`src/design/pecd_defines.vh`:
```
// constants of the extended phy control and cable diagnostic register bank
// assumes 5-bit register offsets and 16-bit register data
`ifndef PECD_DEFINES_VH
`define PECD_DEFINES_VH

// ==========================================================================
// register offsets
`define PECD_OFS_CTRL3        5'h14
`define PECD_OFS_CTRL4        5'h17
`define PECD_OFS_DIAG_AB      5'h18
`define PECD_OFS_DIAG_CD      5'h19
`define PECD_OFS_DIAG_TERM    5'h1a

// ==========================================================================
// control 3 fields
`define PECD_C3_ADDR_REV      9
`define PECD_C3_MEDIA_HI      7
`define PECD_C3_MEDIA_LO      6
`define PECD_C3_NO_PREAMBLE   5
`define PECD_C3_DS_ENABLE     4
`define PECD_C3_DS_CNT_HI     3
`define PECD_C3_DS_CNT_LO     2
`define PECD_C3_DS_STATUS     1
`define PECD_DS_CNT_DEFAULT   2'h1
`define PECD_DS_BASE_ATTEMPTS 3'h2
`define PECD_MEDIA_NONE       2'h0
`define PECD_MEDIA_COPPER     2'h1

// ==========================================================================
// control 4 fields
`define PECD_C4_ADDR_HI       15
`define PECD_C4_ADDR_LO       11
`define PECD_C4_POE_EN        10
`define PECD_C4_POE_HI        9
`define PECD_C4_POE_LO        8
`define PECD_POE_SEARCHING    2'h0
`define PECD_POE_RESERVED     2'h3
`define PECD_ADDR_KEEP_HI     4
`define PECD_ADDR_KEEP_LO     2
`define PECD_ADDR_PORT_HI     1
`define PECD_ADDR_PORT_LO     0
`define PECD_CRC_WIDTH        8

// ==========================================================================
// cable diagnostic fields
`define PECD_DG_TRIGGER       15
`define PECD_DG_VALID         14
`define PECD_DIST_WIDTH       6
`define PECD_DIST_STEP_M      3
`define PECD_DIST_HI_MSB      13
`define PECD_DIST_HI_LSB      8
`define PECD_DIST_LO_MSB      5
`define PECD_DIST_LO_LSB      0
`define PECD_TERM_OK          4'h0
`define PECD_TERM_OPEN        4'h1
`define PECD_TERM_SHORT       4'h2
`define PECD_TERM_ABNORMAL    4'h4
`define PECD_TERM_XSHORT_A    4'h8
`define PECD_TERM_XCOUPLE_A   4'hc

`endif

```
`src/design/pecd_sat_counter.v`:
```
// saturating up counter with a synchronous clear
// assumes inc and clear are synchronous to clk; an increment beside a clear yields one
`timescale 1ns/1ps

module pecd_sat_counter #(
  parameter WIDTH = 8
) (
  // clock and reset
  input  wire             clk,
  input  wire             rst,
  // control
  input  wire             clear,
  input  wire             inc,
  // state
  output reg  [WIDTH-1:0] count
);

  // ========================================================================
  // counter
  wire atMax;
  assign atMax = &count;

  always @(posedge clk or posedge rst) begin
    if (rst) begin
      count <= {WIDTH{1'b0}};
    end else if (clear) begin
      // the event beside a clear is kept, it starts the new count
      count <= inc ? {{(WIDTH-1){1'b0}}, 1'b1} : {WIDTH{1'b0}};
    end else if (inc && !atMax) begin
      count <= count + {{(WIDTH-1){1'b0}}, 1'b1};
    end
  end

endmodule // pecd_sat_counter

```
`src/design/pecd_regs.v`:
```
// extended phy control, inline power, crc error and cable diagnostic register bank of one port
// assumes a register port with read data one cycle after the read strobe, and
// analog/pcs side events that are single-cycle pulses synchronous to ref_clk
`timescale 1ns/1ps
`include "pecd_defines.vh"

module pecd_regs #(
  parameter ADDR_WIDTH = 5,
  parameter DATA_WIDTH = 16,
  parameter FAIL_WIDTH = 3
) (
  // clock and reset
  input  wire                  ref_clk,
  input  wire                  rst,
  input  wire                  softReset,
  // register port
  input  wire [ADDR_WIDTH-1:0] regAddr,
  input  wire [DATA_WIDTH-1:0] regWrData,
  input  wire                  regWr,
  input  wire                  regRd,
  output reg  [DATA_WIDTH-1:0] regRdData,
  // addressing
  input  wire [4:0]            phyAddrStrap,
  input  wire [1:0]            physPort,
  output reg  [4:0]            mgmtAddr,
  // media and receive
  input  wire                  copperSelected,
  input  wire                  crcErrFrame,
  output reg                   noPreambleEn,
  // gigabit downshift
  input  wire                  gigAnegFail,
  input  wire                  gigLinkUp,
  output reg                   downshiftActive,
  // inline power detection
  input  wire [1:0]            poeDetResult,
  output reg                   poeDetEnable,
  // cable diagnostic engine
  output reg                   diagStart,
  input  wire                  diagDone,
  input  wire [5:0]            diagDistA,
  input  wire [5:0]            diagDistB,
  input  wire [5:0]            diagDistC,
  input  wire [5:0]            diagDistD,
  input  wire [3:0]            diagTermA,
  input  wire [3:0]            diagTermB,
  input  wire [3:0]            diagTermC,
  input  wire [3:0]            diagTermD
);

  // ========================================================================
  // diagnostic states
  localparam DG_IDLE = 1'b0;
  localparam DG_RUN  = 1'b1;

  // ========================================================================
  // decode
  wire wrCtrl3;
  wire wrDiag;
  wire rdCtrl4;
  wire wrCtrl4;
  assign wrCtrl3 = regWr && (regAddr == `PECD_OFS_CTRL3);
  assign wrCtrl4 = regWr && (regAddr == `PECD_OFS_CTRL4);
  assign wrDiag  = regWr && (regAddr == `PECD_OFS_DIAG_AB);
  assign rdCtrl4 = regRd && (regAddr == `PECD_OFS_CTRL4);

  // ========================================================================
  // address latch
  reg       addrCaptured;
  reg [4:0] latchedAddr;

  // the strap is sampled by the first clock after reset release, never by the reset itself
  always @(posedge ref_clk or posedge rst) begin
    if (rst) begin
      addrCaptured <= 1'b0;
      latchedAddr  <= 5'h00;
    end else if (!addrCaptured) begin
      addrCaptured <= 1'b1;
      latchedAddr  <= phyAddrStrap;
    end
  end

  // ========================================================================
  // control 3 fields
  reg       addrReverse;
  reg       downshiftEn;
  reg [1:0] downshiftCnt;

  // address reversal is not sticky, so a port reset returns it to natural order
  always @(posedge ref_clk or posedge rst) begin
    if (rst) begin
      addrReverse <= 1'b0;
    end else if (softReset) begin
      addrReverse <= 1'b0;
    end else if (wrCtrl3) begin
      addrReverse <= regWrData[`PECD_C3_ADDR_REV];
    end
  end

  // sticky fields ignore the port reset
  always @(posedge ref_clk or posedge rst) begin
    if (rst) begin
      noPreambleEn <= 1'b0;
      downshiftEn  <= 1'b0;
      downshiftCnt <= `PECD_DS_CNT_DEFAULT;
    end else if (wrCtrl3) begin
      noPreambleEn <= regWrData[`PECD_C3_NO_PREAMBLE];
      downshiftEn  <= regWrData[`PECD_C3_DS_ENABLE];
      downshiftCnt <= regWrData[`PECD_C3_DS_CNT_HI:`PECD_C3_DS_CNT_LO];
    end
  end

  // software is expected to flip reversal from the port that keeps its address
  // the block itself obeys whatever each port was told
  reg [4:0] next_mgmtAddr;

  always @* begin
    next_mgmtAddr = {latchedAddr[`PECD_ADDR_KEEP_HI:`PECD_ADDR_KEEP_LO], physPort};
    if (addrReverse) begin
      next_mgmtAddr[`PECD_ADDR_PORT_HI:`PECD_ADDR_PORT_LO] = ~physPort;
    end
  end

  always @(posedge ref_clk or posedge rst) begin
    if (rst) begin
      mgmtAddr <= 5'h00;
    end else begin
      mgmtAddr <= next_mgmtAddr;
    end
  end

  // ========================================================================
  // downshift
  wire [FAIL_WIDTH-1:0] failCount;
  wire [FAIL_WIDTH-1:0] failLimit;
  wire                  failClear;
  wire                  failInc;
  wire                  failReached;

  assign failLimit = {{(FAIL_WIDTH-2){1'b0}}, downshiftCnt} + `PECD_DS_BASE_ATTEMPTS;
  assign failClear = softReset || gigLinkUp || !downshiftEn;
  assign failInc   = gigAnegFail && downshiftEn;
  // the fail counter saturates, so extra attempts can never wrap below the limit
  assign failReached = (failCount >= failLimit);

  pecd_sat_counter #(
    .WIDTH (FAIL_WIDTH)
  ) uFailCounter (
    .clk   (ref_clk),
    .rst   (rst),
    .clear (failClear),
    .inc   (failInc),
    .count (failCount)
  );

  // once required the status holds until the port is reset or the feature is turned off
  always @(posedge ref_clk or posedge rst) begin
    if (rst) begin
      downshiftActive <= 1'b0;
    end else if (softReset || !downshiftEn) begin
      downshiftActive <= 1'b0;
    end else if (failReached) begin
      downshiftActive <= 1'b1;
    end
  end

  // ========================================================================
  // inline power detection and crc errors
  wire [`PECD_CRC_WIDTH-1:0] crcErrCount;

  always @(posedge ref_clk or posedge rst) begin
    if (rst) begin
      poeDetEnable <= 1'b0;
    end else if (wrCtrl4) begin
      poeDetEnable <= regWrData[`PECD_C4_POE_EN];
    end
  end

  // a frame arriving in the cycle of the clearing read counts toward the next read
  pecd_sat_counter #(
    .WIDTH (`PECD_CRC_WIDTH)
  ) uCrcCounter (
    .clk   (ref_clk),
    .rst   (rst),
    .clear (rdCtrl4 || softReset),
    .inc   (crcErrFrame),
    .count (crcErrCount)
  );

  // ========================================================================
  // cable diagnostic engine control
  reg       dgState;
  reg       diagValid;
  reg [5:0] distA;
  reg [5:0] distB;
  reg [5:0] distC;
  reg [5:0] distD;
  reg [3:0] termA;
  reg [3:0] termB;
  reg [3:0] termC;
  reg [3:0] termD;
  wire      diagBusy;

  assign diagBusy = (dgState == DG_RUN);

  // codes 3, 5, 6 and 7 are reported as abnormal termination; codes with bit 3 set pass unchanged
  function [3:0] cleanTerm;
    input [3:0] code;
    begin
      if (code[3]) begin
        cleanTerm = code;
      end else if ((code == `PECD_TERM_OK) || (code == `PECD_TERM_OPEN) ||
                   (code == `PECD_TERM_SHORT)) begin
        cleanTerm = code;
      end else begin
        cleanTerm = `PECD_TERM_ABNORMAL;
      end
    end
  endfunction

  // distances are raw steps of PECD_DIST_STEP_M meters, no scaling here
  always @(posedge ref_clk or posedge rst) begin
    if (rst) begin
      dgState   <= DG_IDLE;
      diagStart <= 1'b0;
      diagValid <= 1'b0;
      distA     <= 6'h00;
      distB     <= 6'h00;
      distC     <= 6'h00;
      distD     <= 6'h00;
      termA     <= 4'h0;
      termB     <= 4'h0;
      termC     <= 4'h0;
      termD     <= 4'h0;
    end else begin
      diagStart <= 1'b0;
      case (dgState)
        DG_IDLE: begin
          if (wrDiag && regWrData[`PECD_DG_TRIGGER]) begin
            dgState   <= DG_RUN;
            diagStart <= 1'b1;
            diagValid <= 1'b0;
          end
        end
        DG_RUN: begin
          if (softReset) begin
            dgState <= DG_IDLE;
          end else if (diagDone) begin
            dgState   <= DG_IDLE;
            diagValid <= 1'b1;
            distA     <= diagDistA;
            distB     <= diagDistB;
            distC     <= diagDistC;
            distD     <= diagDistD;
            termA     <= cleanTerm(diagTermA);
            termB     <= cleanTerm(diagTermB);
            termC     <= cleanTerm(diagTermC);
            termD     <= cleanTerm(diagTermD);
          end
        end
        default: begin
          dgState <= DG_IDLE;
        end
      endcase
    end
  end

  // ========================================================================
  // read mux
  reg [DATA_WIDTH-1:0] next_regRdData;
  wire [1:0]           mediaStatus;
  wire [1:0]           poeStatus;

  assign mediaStatus = copperSelected ? `PECD_MEDIA_COPPER : `PECD_MEDIA_NONE;
  // a reserved detector code reads as searching, so software never sees 11
  assign poeStatus   = (!poeDetEnable || (poeDetResult == `PECD_POE_RESERVED)) ?
                       `PECD_POE_SEARCHING : poeDetResult;

  always @* begin
    next_regRdData = {DATA_WIDTH{1'b0}};
    case (regAddr)
      `PECD_OFS_CTRL3: begin
        next_regRdData[`PECD_C3_ADDR_REV]    = addrReverse;
        next_regRdData[`PECD_C3_MEDIA_HI:`PECD_C3_MEDIA_LO] = mediaStatus;
        next_regRdData[`PECD_C3_NO_PREAMBLE] = noPreambleEn;
        next_regRdData[`PECD_C3_DS_ENABLE]   = downshiftEn;
        next_regRdData[`PECD_C3_DS_CNT_HI:`PECD_C3_DS_CNT_LO] = downshiftCnt;
        next_regRdData[`PECD_C3_DS_STATUS]   = downshiftActive;
      end
      `PECD_OFS_CTRL4: begin
        next_regRdData[`PECD_C4_ADDR_HI:`PECD_C4_ADDR_LO] = latchedAddr;
        next_regRdData[`PECD_C4_POE_EN] = poeDetEnable;
        next_regRdData[`PECD_C4_POE_HI:`PECD_C4_POE_LO] = poeStatus;
        next_regRdData[`PECD_CRC_WIDTH-1:0] = crcErrCount;
      end
      `PECD_OFS_DIAG_AB: begin
        next_regRdData[`PECD_DG_TRIGGER] = diagBusy;
        next_regRdData[`PECD_DG_VALID]   = diagValid;
        next_regRdData[`PECD_DIST_HI_MSB:`PECD_DIST_HI_LSB] = distA;
        next_regRdData[`PECD_DIST_LO_MSB:`PECD_DIST_LO_LSB] = distB;
      end
      `PECD_OFS_DIAG_CD: begin
        next_regRdData[`PECD_DIST_HI_MSB:`PECD_DIST_HI_LSB] = distC;
        next_regRdData[`PECD_DIST_LO_MSB:`PECD_DIST_LO_LSB] = distD;
      end
      `PECD_OFS_DIAG_TERM: begin
        next_regRdData = {termA, termB, termC, termD};
      end
      default: begin
        next_regRdData = {DATA_WIDTH{1'b0}};
      end
    endcase
  end

  // read data stands only in the cycle after the strobe
  always @(posedge ref_clk or posedge rst) begin
    if (rst) begin
      regRdData <= {DATA_WIDTH{1'b0}};
    end else begin
      regRdData <= regRd ? next_regRdData : {DATA_WIDTH{1'b0}};
    end
  end

endmodule // pecd_regs

```
`config.mk`:
```
export PLATFORM = sky130hd
export DESIGN_NAME = pecd_regs
export DESIGN_NICKNAME = d
export VERILOG_FILES = /design/src/design/pecd_sat_counter.v /design/src/design/pecd_regs.v
export VERILOG_INCLUDE_DIRS = /design/src /design/src/design
export SDC_FILE = /design/constraint.sdc
export NUM_CORES = 1
export LEC_CHECK = 0
export BUFFER_PORTS_ARGS = -buffer_cell sky130_fd_sc_hd__clkbuf_2
export CAP_MARGIN = 20
export CORE_UTILIZATION = 55
export CTS_BUF_LIST = sky130_fd_sc_hd__clkbuf_8
export CTS_CLUSTER_SIZE = 16
export DETAILED_ROUTE_END_ITERATION = 7
export PLACE_DENSITY = 0.82
export SLEW_MARGIN = 20
export SYNTH_ARGS = -nofsm -noshare
export SYNTH_HDL_FRONTEND = slang
export SYNTH_HIERARCHICAL = 1
export SYNTH_SLANG_ARGS = --single-unit
```
`constraint.sdc`:
```
create_clock -name ref_clk -period 2.6 [get_ports ref_clk]
set_input_delay 0.26 -clock ref_clk [delete_from_list [all_inputs] [get_ports ref_clk]]
set_output_delay 0.26 -clock ref_clk [all_outputs]
set_load 0.1 [all_outputs]
```
# == After elaboration in Yosys (flattened, before gate mapping) ==
# Index checks and enable logic that the tools add are counted.
# word_totals
ff_bits,88
latchBits,0
mem_bits_rw,0
rom_bits,0
in_bits,80
output_inout_bits,25
elab_cells,122
memories,0
# classes
n_addsub,3
multipliers,0
n_div,0
order_cmp,1
eq_ne,17
shifts,0
n_mux,38
bitwise,3
reduce_logical,37
# ops
operator,n
$eq 5x5->1 const B,5
$pmux 5 s5,1
$mux 3,6
$eq 4x1->1 const B,4
$eq 4x2->1 const B,4
$logic_not 4->1,4
$mux 16,1
$mux 4,4
$mux 8,2
$pmux 4 s4,1
$mux 1,14
$logic_or 1x1->1,13
$pmux 2 s3,2
$reduce_and 3->1,3
$add 8x1->8 const B,1
$logic_and 1x1->1,8
$pmux 1 s4,2
$reduce_and 8->1,1
$reduce_bool 2->1,4
$ne 2x2->1 const B,3
$pmux 1 s5,1
$logic_not 1->1,4
$mux 2,2
$pmux 1 s2,2
other kinds (6),7

# == Longest topological paths before layout ==
# logic_depth
word_depth,5
ltp_mapped,9
mapped_depth_nobuf,6

# == Hierarchy ==
# Netlist, hierarchy kept.
# by_module_without_submodules
mod,instances,cells_per_inst,area_per_inst_um2,seq_area_each_um2
pecd_regs,1,283,3383.2,1928.1
pecd_sat_counter at uCrcCounter,1,50,531.8,200.2
pecd_sat_counter at uFailCounter,1,15,167.7,75.1

# == Least setup slack after synthesis ==
# No wires, ideal clock.
# synth_path
kind,input to register
startpoint,in regAddr[0]
endpoint,reg uCrcCounter.count[4]
setup_time_ps,125
arrival_time_ps,1749
t_required_ps,2475
slack_ps,726
stages,9
path_buffers,4
path_cell_list,buf_2 -> and4b_1 -> and2_1 -> buf_6 -> buf_6 -> a21o_1 -> clkbuf_1 -> nor2_1 -> mux2_4
# synth_via
elab_chain_len,4
word_cells_on_any_way,5
classes_between,eq/ne (1); mux (1); reduce/logical (3)
# synth_rtl
item,line,rtl
start: declaration,pecd_regs.v:17,"input wire [ADDR_WIDTH-1:0] regAddr,"
$eq 5x5->1 (*),--,
$logic_and 1x1->1 (*),pecd_regs.v:64,assign rdCtrl4 = regRd && (regAddr == `PECD_OFS_CTRL4);
$logic_or 1x1->1 (*),pecd_regs.v:184,".clear (rdCtrl4 || softReset),"
$mux 8 or $reduce_bool 2->1 (tied branches),--,
end signal: assignment,pecd_sat_counter.v:25,count <= {WIDTH{1'b0}};
end signal: assignment,pecd_sat_counter.v:28,"count <= inc ? {{(WIDTH-1){1'b0}}, 1'b1} : {WIDTH{1'b0}};"
end signal: assignment,pecd_sat_counter.v:30,"count <= count + {{(WIDTH-1){1'b0}}, 1'b1};"
end: declaration,pecd_sat_counter.v:15,output reg [WIDTH-1:0] count
# Every way passes the cells marked *; elsewhere a longest branch is shown, timed or not.
# A chain may end at the register's enable or synchronous reset.

# == Worst setup path in the final report ==
# layout_path
startpoint,reg uCrcCounter.count[0]
endpoint,reg uCrcCounter.count[5]
# layout_via
elab_chain_len,4
word_cells_on_any_way,7
classes_between,add/sub (1); mux (2); reduce/logical (4)
# layout_rtl
item
"parallel branches: the longest is 4 deep, another holds $add 8x1->8"
# Several ways; the timed one is not identified. The select of a mux whose other input is x is not followed.

==> summary.txt <==
Outcome
  – Run status: completed

Critical path
  – Worst reg2reg path depth: 4
  – Crit Reg-Reg Startpoint: uCrcCounter/count[0]
  – Reg-to-reg endpoint: uCrcCounter/count[5]
  – Req. time, crit path: 2840 ps
  – Worst path arrival time: 1970 ps
  – Setup CP Type: flop to flop
  – Crit. End Element: flop
  – Startpoint class of the critical path: flop
  – Flop-to-flop setup slack: ~870 ps
  – Crit path max fanout: 6

Logic synthesis
  – Proportion of synthesized chip area in sequential cells: 0.5397
  – Top flip-flop cell by instance count after synthesis: sky130_fd_sc_hd__dfrtp_1
  – Synthesis Warnings: 6
  – Number of library cell types mapped by synthesis: 55
  – Post-synthesis area per instance: 11.73 µm²
  – Register bit total from synthesis: between 80 and 90
  – Async SR Flop Fraction: 1.000
  – Number of enable-type register cells in the synthesized netlist: 0
  – Cell area after synthesis: 4083 µm²
  – Post-synth net total: 434
  – Gate count after technology mapping: 348

Global route
  – Overall fraction of global-route tracks in use: 0.2582
  – First-pass GRT wire length: 14830 µm
  – Antenna violations before repair: 0
  – Global-route congestion overflow total: 0
  – Largest net degree at the start of global routing: 51
  – Number of global-route vias before repair: 3026

Finish
  – Most frequent cells in the layout: 95 x sky130_fd_sc_hd__clkbuf_2, 87 x sky130_fd_sc_hd__dfrtp_1, 39 x sky130_fd_sc_hd__mux2_2, 27 x sky130_fd_sc_hd__nand2_1, 27 x sky130_fd_sc_hd__o21ai_0
  – Fraction of layout instances using a drive strength above 1: 0.3943
  – Final cell area excluding filler cells: 4900 µm²
  – Filler cells: 579
  – Commonest non-fill, non-tap cell in the layout: sky130_fd_sc_hd__clkbuf_2
  – Number of antenna diodes: 0
  – Layout Area Growth over Synthesis: 20.01%
  – Net count reported at finish: about 540

Worst hold path
  – Launch instance of the worst min-delay path: physPort[0]
  – WHS Path Cells: 2
  – Path class of the lowest-slack min-delay path: primary input to flop
  – Destination of the worst hold path: mgmtAddr[0]

Placement
  – Last weighted congestion value of the routability-driven placer: around 0.85
  – HPWL reported at the end of detailed placement: 6746 µm
  – Post-Place Cell Area: 4656 µm²
  – Port-buffer cells: 95

Clock network
  – Clock slew at the register clock pins of the worst setup and hold paths: 90 ps
  – Number of buffers inserted by post-CTS setup repair: 0
  – CTS resizes: 0
  – CTS Hold Buffers Added: 1
  – Worst-Skew Late Latency: 350 ps
  – Clock net sink count: 88
  – Master cell of the clock root buffer: sky130_fd_sc_hd__clkbuf_8
  – Clock tree from TritonCTS: built
  – Number of buffers on the longest clock path: 2
  – H-Tree Depth: 3
  – TritonCTS buffer count: 9

Die
  – Die height: 88.16 µm
  – # IOs: around 110
  – Die width: 88.16 µm
  – Row Count: 31
  – CORE AREA: 7214 µm²
  – Die footprint: roughly 8000 µm²
  – Initial core utilization: 0.5659

STA
  – Number of setup violations in the final report: 0
  – Slew at the pin closest to its max-slew limit: 619.7 ps
  – Fin. Hold Viols: 0
  – Min Clock Period, post-route: about 1700 ps
  – Final count of pins violating max slew: 0
  – Final clock skew: 8.138 ps
  – Maximum frequency from static timing analysis: 0.5767 GHz
  – Worst rel slew slack: 0.5863
  – Final TNS setup: 0 ps
  – Portion of the clock cycle consumed by the worst path in the final layout: 0.6669
  – RSZ-0062 raised after global routing: false

Detailed routing
  – Iteration-0 DRC Markers: approximately 200
  – DR pass1 iterations: 4
  – Remaining routing DRC violations: 0
  – Post-route ant nets: 0
  – Drt wl/cell: 16.48 µm
  – DR vias/cell: 5.608
  – WL final: 9116 µm
  – Total number of vias: 3101

Job
  – Maximum capacitance violations: 0

Power and ir drop
  – Maximum ir drop on the vdd rail: 0.0003385 V
  – Power density of the placed cells: 585.8 nW/µm²
  – Leakage power: between 0.002 and 0.0025 µW
worst max-delay path by stage:
stage                    startpoint                    to  cells after the start
2_1_floorplan                   rst          addrCaptured                      1
6_report       uCrcCounter/count[0]  uCrcCounter/count[5]                      4
3_3_place_gp             regAddr[1]  uCrcCounter/count[3]                      6
3_5_place_dp             regAddr[1]  uCrcCounter/count[5]                      6
4_1_cts        uCrcCounter/count[0]  uCrcCounter/count[5]                      4
5_1_grt        uCrcCounter/count[0]  uCrcCounter/count[5]                      4
state kept, by name (all words and copies together) (netlist names), 5 cells and up:
signal             count
latchedAddr            5
mgmtAddr               5
uCrcCounter/count      8
regRdData             16
distB                  6
distA                  6
distD                  6
distC                  6
Yosys cell counts (all sizes together) (2+ instances only):
| cell | n | share of area |
|---|---|---|
| inv | 14 | 0.013 |
| a21oi | 20 | 0.027 |
| buf | 10 | 0.019 |
| and3 | 2 | 0.0034 |
| a21boi | 2 | 0.0037 |
| ha | 6 | 0.018 |
| and2 | 4 | 0.0061 |
| a21o | 2 | 0.0037 |
| nor3b | 2 | 0.0037 |
| nor2 | 15 | 0.014 |
| dfrtp | 87 | 0.53 |
| a31oi | 5 | 0.0092 |
| mux2i | 3 | 0.0074 |
| nand2 | 27 | 0.025 |
| xor2 | 3 | 0.0064 |
| clkbuf | 4 | 0.0037 |
| a211oi | 3 | 0.0086 |
| and4 | 2 | 0.0043 |
| nor3 | 4 | 0.0089 |
| nor2b | 4 | 0.0061 |
| o21ai | 28 | 0.034 |
| mux2 | 43 | 0.12 |
| nand3 | 3 | 0.0037 |
| a22oi | 26 | 0.048 |
| nand2b | 9 | 0.017 |
| nand4b | 4 | 0.010 |
| nand4 | 2 | 0.0046 |
report_power, final:
group	total, µW	internal (µW)	switching, µW
sequential	1510	1450	61.0
combinational	401	150	251
clock	959	471	488
cell families (layout without fill, tap and decap cells):
logic type,Yosys count,count (layout),share of synthesized area
flops,88,88,0.5397
compound gates,93,93,0.1508
xor+xnor,3,3,0.006437
mux,46,46,0.1287
simple gates,83,83,0.1198
buf+inv,28,134,0.03524
other cells,1,1,0.0009185
fa+ha+maj,6,6,0.01839
metal layers:
metal / up-vias / track usage / share of wire
met5: - / 0 / 0
met1: 1521 / 0.3554 / 0.43
met4: 0 / 0.09384 / 0.019
li1: 1462 / - / -
met2: 102 / 0.4179 / 0.50
met3: 16 / 0.04147 / 0.051
per-stage QoR:
| stage | std cells | hold slack, ps | power, µW | util | setup slack [ps] |
|---|---|---|---|---|---|
| floorplan | 348 | 13.64 | 1791 | - | 375.0 |
| global route | 553 | 75.72 | 2985 | 0.6792 | 800.2 |
| global placement | 535 | 145.6 | 1912 | 0.6453 | 746.6 |
| detailed placement | 535 | 148.8 | 1931 | 0.6453 | 722.6 |
| finish | 553 | 78.76 | 2870 | 0.6792 | 866.0 |
| CTS | 552 | 69.65 | 2882 | 0.6753 | 871.2 |
cell type report:
class / instances / area [µm²] / share of cell area
clock buffers: 10 / 137.6 / 0.02809
clock inverters: 6 / 68.82 / 0.01404
multi-input cells: 232 / 1735 / 0.3542
inverters: 14 / 52.55 / 0.01073
repair buffers: 104 / 578.1 / 0.1180
well taps: 99 / 123.9 / 0.02528
flip-flops and latches: 88 / 2203 / 0.4497
critical path, cell delays in order (launching register included):
cell	delay, ps
sky130_fd_sc_hd__dfrtp_1	470
sky130_fd_sc_hd__ha_1	290
sky130_fd_sc_hd__and3_2	290
sky130_fd_sc_hd__a211oi_4	250
sky130_fd_sc_hd__mux2_4	320
Note: power is estimated with default switching activity, not from simulation.
